==> src/pkg/enc_ctl_pkg.sv <==
// Package of constants and carrier types for the encoder zero/preset and direction logic
package enc_ctl_pkg;
    // ************************************************************
    // Timing
    // ************************************************************
    localparam int CLK_PERIOD_NS = 100;
    localparam int ZERO_MIN_US = 100;
    localparam int ZERO_MIN_CYC = (ZERO_MIN_US * 1000 + CLK_PERIOD_NS - 1) / CLK_PERIOD_NS;
    localparam int BATT_SWAP_S = 60;
    localparam int CNT_W = 11;
    localparam logic [CNT_W-1:0] ZERO_MIN_CNT = CNT_W'(ZERO_MIN_CYC);
    localparam logic [CNT_W-1:0] CNT_ZERO = 11'h000;

    // ************************************************************
    // Widths and codes
    // ************************************************************
    localparam int ST_W = 23;
    localparam int MT_W = 16;
    localparam int POS_W = ST_W + MT_W;
    localparam logic [1:0] PRESET_HW_ON = 2'h1;
    localparam logic [POS_W-1:0] POS_ZERO = 39'h00_0000_0000;
    localparam logic [MT_W-1:0] MT_ZERO = 16'h0000;

    // ************************************************************
    // Carriers
    // ************************************************************
    typedef enum logic [2:0] {
        ZS_IDLE = 3'h1,
        ZS_HIGH = 3'h2,
        ZS_ARMED = 3'h4
    } zero_state_t;

    typedef struct packed {
        logic variant_biss;
        logic [1:0] preset_hw_en;
        logic preset_cmd;
        logic [POS_W-1:0] preset_val;
    } cfg_t;

    typedef struct packed {
        logic step;
        logic step_cw;
        logic batt_ok;
        logic batt_lost_flag;
    } sense_t;

    typedef struct packed {
        logic zero_s1;
        logic zero_s2;
        logic dir_s1;
        logic dir_s2;
        zero_state_t zst;
        logic [CNT_W-1:0] cnt;
        logic [POS_W-1:0] pos;
        logic err;
        logic loaded;
    } state_t;
endpackage : enc_ctl_pkg

==> src/hdl/enc_zero_dir.sv <==
// Zero/preset and counting-direction control of an absolute rotary encoder
module enc_zero_dir (
    // Clock and reset
    input wire logic clock,
    input wire logic rstn,
    // External pins
    input wire logic zero_in,
    input wire logic dir_in,
    // Configuration and sensing
    input wire enc_ctl_pkg::cfg_t cfg,
    input wire enc_ctl_pkg::sense_t sense,
    // Results
    output logic [enc_ctl_pkg::POS_W-1:0] position,
    output logic dir_ccw,
    output logic error,
    output logic load_done
);
    // ************************************************************
    // State
    // ************************************************************
    enc_ctl_pkg::state_t s_r;
    enc_ctl_pkg::state_t s_nxt;
    logic release_ok;
    logic hw_allowed;
    logic do_load;
    logic count_up;
    logic err_pending_r;

    always_comb begin
        s_nxt = s_r;
        s_nxt.zero_s1 = zero_in;
        s_nxt.zero_s2 = s_r.zero_s1;
        s_nxt.dir_s1 = dir_in;
        s_nxt.dir_s2 = s_r.dir_s1;
        s_nxt.loaded = 1'b0;
        release_ok = 1'b0;
        // Counter stops at ZERO_MIN_CNT - 1 and the state holds in ZS_ARMED, so very long pulses still qualify
        case (s_r.zst)
            enc_ctl_pkg::ZS_IDLE: begin
                s_nxt.cnt = enc_ctl_pkg::CNT_ZERO;
                if (s_r.zero_s2) begin
                    s_nxt.zst = enc_ctl_pkg::ZS_HIGH;
                    s_nxt.cnt = 11'h001;
                end
            end
            enc_ctl_pkg::ZS_HIGH: begin
                if (!s_r.zero_s2) begin
                    s_nxt.zst = enc_ctl_pkg::ZS_IDLE;
                end else if (s_r.cnt >= enc_ctl_pkg::ZERO_MIN_CNT - 11'h001) begin
                    s_nxt.zst = enc_ctl_pkg::ZS_ARMED;
                end else begin
                    s_nxt.cnt = s_r.cnt + 11'h001;
                end
            end
            enc_ctl_pkg::ZS_ARMED: begin
                if (!s_r.zero_s2) begin
                    s_nxt.zst = enc_ctl_pkg::ZS_IDLE;
                    release_ok = 1'b1;
                end
            end
            default: begin
                s_nxt.zst = enc_ctl_pkg::ZS_IDLE;
            end
        endcase
        // Hardware input gated by enable field only on BiSS
        hw_allowed = !cfg.variant_biss
            || (cfg.preset_hw_en == enc_ctl_pkg::PRESET_HW_ON);
        do_load = (release_ok && hw_allowed)
            || (cfg.variant_biss && cfg.preset_cmd);
        // Direction low means clockwise counts up
        count_up = (sense.step_cw ^ s_r.dir_s2);
        if (do_load) begin
            s_nxt.pos = cfg.variant_biss ? cfg.preset_val
                : enc_ctl_pkg::POS_ZERO;
            s_nxt.loaded = 1'b1;
        end else if (sense.step) begin
            s_nxt.pos = count_up ? s_r.pos + 39'h00_0000_0001
                : s_r.pos - 39'h00_0000_0001;
        end
        // Backup loss flag is latched by the power domain; the count holds
        // while battery is fine, so a short swap keeps the position
        if (sense.batt_lost_flag) begin
            s_nxt.err = 1'b1;
        end
    end

    always_ff @(posedge clock) begin
        if (!rstn) begin
            s_r.zero_s1 <= 1'b0;
            s_r.zero_s2 <= 1'b0;
            s_r.dir_s1 <= 1'b0;
            s_r.dir_s2 <= 1'b0;
            s_r.zst <= enc_ctl_pkg::ZS_IDLE;
            s_r.cnt <= enc_ctl_pkg::CNT_ZERO;
            s_r.err <= 1'b0;
            s_r.loaded <= 1'b0;
            // Position is retained across reset while backup holds it;
            // after an uncovered loss only the singleturn part survives
            if (err_pending_r) begin
                s_r.pos <= {enc_ctl_pkg::MT_ZERO, s_r.pos[enc_ctl_pkg::ST_W-1:0]};
            end else begin
                s_r.pos <= s_r.pos;
            end
        end else begin
            s_r <= s_nxt;
        end
    end

    // Multiturn part is dropped after an uncovered backup loss
    always_ff @(posedge clock) begin
        if (!rstn) begin
            err_pending_r <= 1'b0;
        end else if (sense.batt_lost_flag) begin
            err_pending_r <= 1'b1;
        end
    end

    assign position = s_r.pos;
    assign dir_ccw = s_r.dir_s2;
    assign error = s_r.err;
    assign load_done = s_r.loaded;

    // ************************************************************
    // Checks
    // ************************************************************
    // ************************************************************
    // Assertion helpers
    // ************************************************************
    // Run length of the synchronised zero level, saturating so long holds stay legal
    logic [enc_ctl_pkg::CNT_W-1:0] hi_run_r;
    always_ff @(posedge clock) begin
        if (!rstn || !s_r.zero_s2) begin
            hi_run_r <= enc_ctl_pkg::CNT_ZERO;
        end else if (!(&hi_run_r)) begin
            hi_run_r <= hi_run_r + 11'h001;
        end
    end
endmodule // enc_zero_dir

==> config.mk <==
export PLATFORM = sky130hd
export DESIGN_NAME = enc_zero_dir
export DESIGN_NICKNAME = d
export VERILOG_FILES = /design/src/pkg/enc_ctl_pkg.sv /design/src/hdl/enc_zero_dir.sv
export SDC_FILE = /design/constraint.sdc
export NUM_CORES = 1
export LEC_CHECK = 0
export BUFFER_PORTS_ARGS = -buffer_cell sky130_fd_sc_hd__buf_4
export CORE_ASPECT_RATIO = 0.5
export CORE_MARGIN = 3
export CORE_UTILIZATION = 57
export DETAILED_ROUTE_END_ITERATION = 10
export PLACE_DENSITY = 0.88
export RECOVER_POWER = 25
export SLEW_MARGIN = 10
export SYNTH_ARGS = -nofsm -noshare
export SYNTH_HDL_FRONTEND = slang
export SYNTH_SLANG_ARGS = --single-unit
==> constraint.sdc <==
create_clock -name clock -period 4.5 [get_ports clock]
set_input_delay 0.45 -clock clock [delete_from_list [all_inputs] [get_ports clock]]
set_output_delay 0.45 -clock clock [all_outputs]
set_load 0.005 [all_outputs]
==> metrics.yaml, run 1 <==
p_per_area_mw_per_mm2: 306
fp.dieW_um: 140
fin_skew_ps: 10.4
synth_fa_ha_area_share_pct: 0.492
grt-ovfl-total: 0
clk_pin_slew_worst_paths_ps: 60
first_iter_violations: 665
startpoint_type: "register"
max_freq_ghz: 0.295
start_util_pct: 61.0
port_buffers: 91
cp_max_fo: 35
synth_compound_area_share_pct: 18.0
clockBufferDepth: 2
route.detailed.drc: 0
grt_max_degree: 58
worst_slack_ps: 1110
diodes: 0
synth_fp_nets: 685
setup_viol: 0
irDropWorstVdd_v: 0.000195
ys_seq_area_share_pct: 30.9
arrival_ps: 3440
cts.htree.levels: 3
worstSkewPairLatency_ps: 330
finalHoldViolCount: 0
pin_count: 93
yosys.area_share.simple_pct: 28.1
antenna_found_initial: 0
clock-sinks: 59
yosys_register_bits: 59
status: "finished clean"
drive_gt1_share_pct: 20.2
syn_area_mm2: 0.00509
synth.distinct_cells: 73
die_h_um: 72.8
yosys_most_used_dff: "edfxtp_1"
drt_pass1_iterations: 5
fin_crit_sh_pct: 75.4
min_period_ps: 3390
finalMaxSlewViolations: 0
grt_pass1_vias: 4363
cts_setup_buffers: 0
max-cap-violations: 0
async_reset_ff_share_pct: 0
grt_use_total_pct: 29.1
yosys_warnings: 0
root_buffer: "clkbuf_16"
routed_wl_um: 14700
whs_ps: 324
power_mw: 1.76
power_leakage_nw: 2.10
crit_type: "reg -> reg"
row_count: 23
hold_buffers: 0
synthXorXnorAreaFrac_pct: 9.96
syn_to_final_growth_pct: 13.2
dp_hpwl_um: 10700
drtAntennaViolNets: 0
avgSynthCellArea_um2: 8.05
hold_depth: 3
cts_resized: 0
vias_per_cell: 6.46
relSlewSlack_pct: 24.8
post-route-util_pct: 69.0
place_ws_ps: 1100
postSynthCellCount: 632
end_kind: "register"
cp.required_ps: 4550
cts_tree: "built"
hold_class: "in -> reg"
rsz0062_at_grt: "no"
synth_top_family_by_area: "simple AND/OR/NAND/NOR gates"
place_congestion: 1.01
worst_pin_slew_ps: 1130
grt_pass1_wl_um: 23400
cts_buffers: 9
synth_edf_count: 39
synth_mux_area_share_pct: 2.04
wire_per_inst_um: 19.1
r2r_cells: 8
fin_nets: 705
die_area_mm2: 0.0102
setup_tns_ps: 0
num_vias: 4965
core_mm2: 0.00835
## cells in the final DEF, fill, tap and decap left out, drive strengths merged, types with 16 or more instances in the layout
master   n
clkbuf  40
nor4    16
and3    17
nor3    21
dfxtp   20
o21ai   41
xnor2   42
a21oi   23
nor2    54
edfxtp  39
nand3   37
buf     67
nand2   64
nand4   21
## critical path: stages, from the launching register on
cell and delay, ps:
dfxtp_1 440, xnor2_4 670, buf_4 520, mux2_2 430
nand3_1 210, o211ai_1 140, a21oi_1 430, xnor2_1 170
o21ai_0 90
## registers in the layout, indices dropped and copies added (netlist names)
signal and cells:
s_r 15, load_done 1, s_nxt 2, err_pending_r 1, dir_ccw 1, position 39
## layout make-up
class | count | area, µm²
multi-input cells | 476 | 3010
flip-flops and latches | 59 | 1570
clock buffers | 11 | 233
repair buffers | 96 | 709
clock inverters | 5 | 55.1
inverters | 10 | 37.5
fillers | 704 | 2590
well taps | 112 | 140
## cells in the mapped netlist, types with 3 or more instances
cell type / n / area (µm²)
buf_2: 17 / 85.1
a21oi_1: 23 / 115
nor3_1: 21 / 105
nand3_1: 37 / 185
a22o_1: 5 / 43.8
a31oi_1: 14 / 87.6
and4_1: 8 / 70.1
nand2b_1: 4 / 25.0
nor4_1: 15 / 93.8
or3_1: 10 / 62.6
edfxtp_1: 39 / 1170
o22ai_1: 3 / 18.8
clkbuf_1: 28 / 105
nor2_1: 54 / 203
mux2i_1: 7 / 70.1
and2_1: 7 / 43.8
a22oi_1: 3 / 22.5
xor2_1: 15 / 131
dfxtp_1: 20 / 400
a211oi_1: 3 / 22.5
a21o_1: 3 / 22.5
inv_1: 10 / 37.5
nand4_1: 21 / 131
o21ai_1: 4 / 20.0
buf_4: 39 / 293
xnor2_1: 41 / 359
and3_1: 17 / 106
a32oi_1: 4 / 35.0
nand2_1: 64 / 240
o21ai_0: 35 / 175
or2_2: 4 / 25.0
o211ai_1: 5 / 37.5
## stage by stage
| step | cell area (µm²) | cells |
|---|---|---|
| 6_report | 5760 | 769 |
| 4_1_cts | 5770 | 769 |
| 3_5_place_dp | 5480 | 753 |
| 5_1_grt | 5760 | 769 |
| 2_1_floorplan | 5090 | 632 |
| 3_3_place_gp | 5480 | 753 |
## cells by family after synthesis
family          after synthesis
simple gates                277
compound gates              131
xor+xnor                     57
flops                        59
buf+inv                      97
mux                           9
fa+ha+maj                     2
## power breakdown
part | switching, mW | internal (mW) | leakage (nW)
clock network | 0.250 | 0.426 | 0.136
registers | 0.0801 | 0.625 | 0.548
logic | 0.207 | 0.176 | 1.42
## final timing paths
path	startpoint	slack (ps)	endpoint
worst max-delay path	dir_ccw$_SDFF_PN0_	1110	position[27]$_SDFFCE_PN0P_
worst min-delay path	sense[0]	320	err_pending_r$_SDFFE_PN0P_
worst max register to register	dir_ccw$_SDFF_PN0_	1110	position[27]$_SDFFCE_PN0P_
worst min register to register	s_nxt[55]$_SDFF_PN0_	420	dir_ccw$_SDFF_PN0_
## layer usage
layer / track usage, % / share of wire, % / vias up / wire, µm
met3: 11.3 / 14 / 33 / 2080
met4: 6.23 / 1.5 / 0 / 223
met1: 43.5 / 44 / 2249 / 6510
met5: 0 / 0 / - / 0
li1: - / - / 2321 / -
met2: 39.3 / 40 / 362 / 5840
Note: power is estimated with default switching activity, not from simulation.
==> inputs of run 2 (changes only) <==
--- a/config.mk
+++ b/config.mk
@@ -8,9 +8,9 @@
 export BUFFER_PORTS_ARGS = -buffer_cell sky130_fd_sc_hd__buf_4
 export CORE_ASPECT_RATIO = 0.5
 export CORE_MARGIN = 3
-export CORE_UTILIZATION = 57
+export CORE_UTILIZATION = 52
 export DETAILED_ROUTE_END_ITERATION = 10
-export PLACE_DENSITY = 0.88
+export PLACE_DENSITY = 0.85
 export RECOVER_POWER = 25
 export SLEW_MARGIN = 10
 export SYNTH_ARGS = -nofsm -noshare
==> constraint.sdc (replaced) <==
create_clock -name clock -period 2.9 [get_ports clock]
set_input_delay 0.29 -clock clock [delete_from_list [all_inputs] [get_ports clock]]
set_output_delay 0.29 -clock clock [all_outputs]
set_load 0.005 [all_outputs]
==> metrics.yaml, run 2 (synthesis results as in run 1) <==
relSlewSlack_pct: 53.0
worst_pin_slew_ps: 703
timing.rr.end: "position[16]$_DFFE_PP_"
grt_max_degree: 58
route.detailed.drc: 0
syn_to_final_growth_pct: 19.1
busiest_layer: "met1"
p_per_area_mw_per_mm2: 466
clk_pin_slew_worst_paths_ps: 70
drtAntennaViolNets: 0
worstPathCellList: "or4_4 > mux2i_4 > nand2_1 > o21ai_2 > nor4_1 > or3_1 > a32o_1"
cts_buffers: 9
crit_type: "reg -> reg"
max_freq_ghz: 0.361
place_congestion: 0.967
final_cell_mix: "100 x buf_4, 64 x nand2_1, 52 x nor2_1"
grt-ovfl-total: 0
worstSkewPairLatency_ps: 350
diodes: 0
pin_count: 93
finalMaxSlewViolations: 0
largest_register_ffs: 39
hold_start: "sense[0]"
regToRegSetupSlack_ps: 130
finish.instance_area_mm2: 0.00606
startpoint_type: "register"
power_leakage_nw: 2.27
gr-usage-met3_pct: 11.1
finalHoldViolCount: 0
min_period_ps: 2770
p_comb_share_pct: 24.0
hold_class: "in -> reg"
grt_pass1_vias: 4563
fin_skew_ps: 12.7
start_util_pct: 55.9
setup_viol: 0
dp_hpwl_um: 11700
p_int_mw: 1.92
port_buffers: 91
fin_crit_sh_pct: 95.6
p_seq_share_pct: 37.9
routed_wl_um: 15600
clockBufferDepth: 2
p_sw_mw: 0.907
grtUsageMet1_pct: 41.8
cts_tree: "built"
fp.dieW_um: 146
cts.htree.levels: 3
irDropWorstVdd_v: 0.000356
antenna_found_initial: 0
cpPeakStageDelay_ps: 620
swShare_pct: 32.1
cp.required_ps: 3000
final.fill_count: 771
r2r_cells: 7
crit-reg2reg-launch: "position[11]$_DFFE_PP_"
clock-sinks: 59
cp_max_fo: 5
hold_depth: 3
end_kind: "register"
critical_path.top_delay_family: "simple AND/OR/NAND/NOR gates"
drive_gt1_share_pct: 24.5
num_vias: 5107
drt_pass1_iterations: 5
core_mm2: 0.00910
row_count: 24
status: "finished clean"
clkPwrFrac_pct: 38.2
final_common_cell: "buf_4"
wire_per_inst_um: 19.0
path_buf_inv: 0
grt_pass1_wl_um: 24900
rsz0062_at_grt: "no"
first_iter_violations: 579
vias_per_cell: 6.22
max-cap-violations: 0
post-route-util_pct: 66.6
die_h_um: 76.0
hold_end: "err_pending_r$_SDFFE_PN0P_"
fin_nets: 739
met2_usage_pct: 37.1
crit_path_top_delay_cell: "or4_4"
die_area_mm2: 0.0111
dpl-instance-area_mm2: 0.00578
grt_use_total_pct: 28.0
arrival_ps: 2880
root_buffer: "clkbuf_16"
## run 2: changes by cell type in the layout (fill, tap and decap cells not counted), sizes merged
cell,change
buf,+34
inv,+4
clkinvlp,-2
clkbuf,-1
bufinv,-1
## run 2: cell type report
cell class / count / area [µm²] / share of cell area [%]
Clock inverter: 6 / 43.8 / 0.722
Timing Repair Buffer: 130 / 957 / 15.8
Tap cell: 130 / 163 / 2.68
Clock buffer: 10 / 250 / 4.13
Inverter: 10 / 37.5 / 0.619
Sequential cell: 59 / 1580 / 26.0
Multi-Input combinational cell: 476 / 3040 / 50.1
## run 2: metal layers
layer | share of wire [%] | vias to the layer above
li1 | - | 2398
met1 | 44 | 2336
met2 | 39 | 348
met3 | 15 | 25
met4 | 1.8 | 0
met5 | 0 | -
## run 2: worst max-delay path by stage
stage | cells past startpoint | start | to
finish | 7 | position[11]$_DFFE_PP_ | position[16]$_DFFE_PP_
global route | 12 | dir_ccw$_SDFF_PN0_ | position[34]$_SDFFCE_PN0P_
CTS | 8 | dir_ccw$_SDFF_PN0_ | position[34]$_SDFFCE_PN0P_
detailed placement | 10 | sense[2] | position[14]$_DFFE_PP_
global placement | 9 | sense[2] | position[34]$_SDFFCE_PN0P_
floorplan | 14 | dir_ccw$_SDFF_PN0_ | position[34]$_SDFFCE_PN0P_
## run 2: what timing repair did
item,in CTS,in global routing
buffers inserted,0,1
gates resized for setup,0,1
hold buffers,0,0
endpoints found under the setup margin,0,6
## run 2: metrics by stage
stage          power [mW]  hold WS, ps  std cells  setup slack, ps  setup TNS [ps]
2_1_floorplan        1.53          406        632             -139            -390
3_3_place_gp         1.73          414        804              122               0
3_5_place_dp         1.75          420        804             86.0               0
4_1_cts              2.83          141        820              128               0
5_1_grt              2.95          159        821             10.2               0
6_report             2.82          152        821              128               0
## run 2: worst reg2reg max path: stages, from the launching register on
cell,delay [ps]
edfxtp_1,520
or4_4,620
mux2i_4,250
nand2_1,120
o21ai_2,290
nor4_1,130
or3_1,360
a32o_1,240
## run 2: power groups by stage
stage | registers [mW] | clock network, mW | logic [mW]
after floorplan | 1.02 | 0 | 0.508
after global placement | 1.08 | 0 | 0.657
after detailed placement | 1.08 | 0 | 0.669
after CTS | 1.06 | 1.09 | 0.675
after global routing | 1.08 | 1.13 | 0.736
final | 1.07 | 1.08 | 0.678
==> inputs of run 3 (changes only) <==
--- a/config.mk
+++ b/config.mk
@@ -6,9 +6,11 @@
 export NUM_CORES = 1
 export LEC_CHECK = 0
 export BUFFER_PORTS_ARGS = -buffer_cell sky130_fd_sc_hd__buf_4
+export CELL_PAD_IN_SITES_DETAIL_PLACEMENT = 1
+export CELL_PAD_IN_SITES_GLOBAL_PLACEMENT = 1
 export CORE_ASPECT_RATIO = 0.5
 export CORE_MARGIN = 3
-export CORE_UTILIZATION = 52
+export CORE_UTILIZATION = 38
 export DETAILED_ROUTE_END_ITERATION = 10
 export PLACE_DENSITY = 0.85
 export RECOVER_POWER = 25
==> constraint.sdc (replaced) <==
create_clock -name clock -period 2.9 [get_ports clock]
set_input_delay 0.29 -clock clock [delete_from_list [all_inputs] [get_ports clock]]
set_output_delay 0.29 -clock clock [all_outputs]
set_load 0.02 [all_outputs]
==> metrics.yaml, run 3 (synthesis results as in run 1) <==
status: "finished clean"
p_per_area_mw_per_mm2: 478
grt_max_degree: 58
cp.required_ps: 2980
worst_pin_slew_ps: 924
power_mw: 2.90
wire_per_inst_um: 20.8
irDropWorstVdd_v: 0.000225
antenna_found_initial: 0
crit_end: "position[34]$_SDFFCE_PN0P_"
diodes: 0
end_kind: "register"
port_buffers: 91
root_buffer: "clkbuf_16"
max-cap-violations: 0
cts.htree.levels: 3
timing.critical_path.from: "dir_ccw$_SDFF_PN0_"
final_cell_mix: "103 x buf_4, 64 x nand2_1, 52 x nor2_1"
dp_hpwl_um: 13600
cp_max_fo: 10
place_congestion: 0.922
post-route-util_pct: 47.1
p_comb_share_pct: 25.8
startpoint_type: "register"
arrival_ps: 2820
final.fill_count: 1566
largest_register_ffs: 39
worstSkewPairLatency_ps: 350
drtAntennaViolNets: 0
finalMaxSlewViolations: 0
final_common_cell: "buf_4"
p_seq_share_pct: 36.8
drt_pass1_iterations: 5
r2r_cells: 12
min_period_ps: 2750
grt_pass1_wl_um: 28600
die_area_mm2: 0.0149
fin_skew_ps: 10.9
clock-sinks: 59
relSlewSlack_pct: 37.8
hold_class: "in -> reg"
syn_to_final_growth_pct: 19.3
die_h_um: 87.8
grt-ovfl-total: 0
first_iter_violations: 478
vias_per_cell: 5.96
timing.rr.end: "position[34]$_SDFFCE_PN0P_"
grt_pass1_vias: 5073
fin_crit_sh_pct: 94.8
drive_gt1_share_pct: 21.6
dpl-instance-area_mm2: 0.00587
row_count: 29
crit-reg2reg-launch: "dir_ccw$_SDFF_PN0_"
routed_wl_um: 18000
swShare_pct: 34.2
power_leakage_nw: 2.22
p_sw_mw: 0.991
finalHoldViolCount: 0
p_int_mw: 1.91
hold_buffers: 0
pin_count: 93
fin_nets: 743
clk_pin_slew_worst_paths_ps: 60
max_freq_ghz: 0.364
fp.dieW_um: 170
finish.instance_area_mm2: 0.00607
clockBufferDepth: 2
start_util_pct: 39.5
crit_type: "reg -> reg"
setup_tns_ps: 0
cts_buffers: 9
regToRegSetupSlack_ps: 150
num_vias: 5156
route.detailed.drc: 0
rsz0062_at_grt: "no"
core_mm2: 0.0129
grt_use_total_pct: 24.7
clkPwrFrac_pct: 37.4
setup_viol: 0
cts_tree: "built"
-- run 3: cell types whose count changed in the layout (fill, tap and decap cells not counted) --
cell      change
clkbuf_1     +23
buf_4         +3
and2_1        +1
clkbuf_4     -23
buf_12        +1
and2_0        -1
-- run 3: worst min path at each step --
stage / from / endpoint / cells after the start
final: sense[0] / err_pending_r$_SDFFE_PN0P_ / 3
after global routing: zero_in / s_nxt[57]$_SDFF_PN0_ / 2
after floorplan: sense[0] / err_pending_r$_SDFFE_PN0P_ / 2
after global placement: s_nxt[57]$_SDFF_PN0_ / s_r[57]$_SDFF_PN0_ / 1
after detailed placement: s_nxt[57]$_SDFF_PN0_ / s_r[57]$_SDFF_PN0_ / 1
after CTS: sense[0] / err_pending_r$_SDFFE_PN0P_ / 3
-- run 3: power by group through the flow --
stage	Clock (mW)	Combinational [mW]	Sequential [mW]
final	1.09	0.747	1.07
after global routing	1.15	0.813	1.08
after global placement	0	0.736	1.08
after detailed placement	0	0.762	1.08
after CTS	1.11	0.768	1.06
after floorplan	0	0.562	1.03
-- run 3: metrics by stage --
stage	hold slack [ps]	setup slack (ps)	instances
floorplan	406	-173	632
global placement	414	116	848
detailed placement	422	29.8	848
CTS	142	76.5	864
global route	164	24.9	865
finish	146	152	865
-- run 3: worst max-delay path, cell delays in order, from the launching register on --
cell      delay, ps
dfxtp_4         410
xor2_4          200
xnor2_2          90
ha_2            180
buf_4           170
nor2_1          120
and3_1          300
a221oi_4         50
buf_4           180
a22o_4          290
a21o_4          210
a31oi_1         200
a221oi_2         90
-- run 3: repair_timing --
| item | in CTS | in global routing |
|---|---|---|
| resized for setup | 0 | 1 |
| buffers inserted | 0 | 1 |
| setup endpoints to repair | 0 | 7 |
-- run 3: area by class of cell --
cell class / instances / area [µm²] / share of cell area (%)
clock buffer: 10 / 250 / 4.12
tap: 170 / 213 / 3.51
clock inverter: 6 / 43.8 / 0.722
timing repair buffer: 134 / 913 / 15.1
sequential: 59 / 1580 / 26.0
multi-input combinational: 476 / 3040 / 50.0
inverter: 10 / 37.5 / 0.619
-- run 3: routing by layer --
| metal | up-vias | track usage (%) | share of wire [%] | wire, µm |
|---|---|---|---|---|
| li1 | 2399 | - | - | - |
| met1 | 2509 | 35.7 | 48 | 8680 |
| met2 | 218 | 35.8 | 41 | 7370 |
| met3 | 30 | 7.08 | 8.9 | 1610 |
| met4 | 0 | 6.90 | 2.0 | 362 |
| met5 | - | 0 | 0 | 0 |
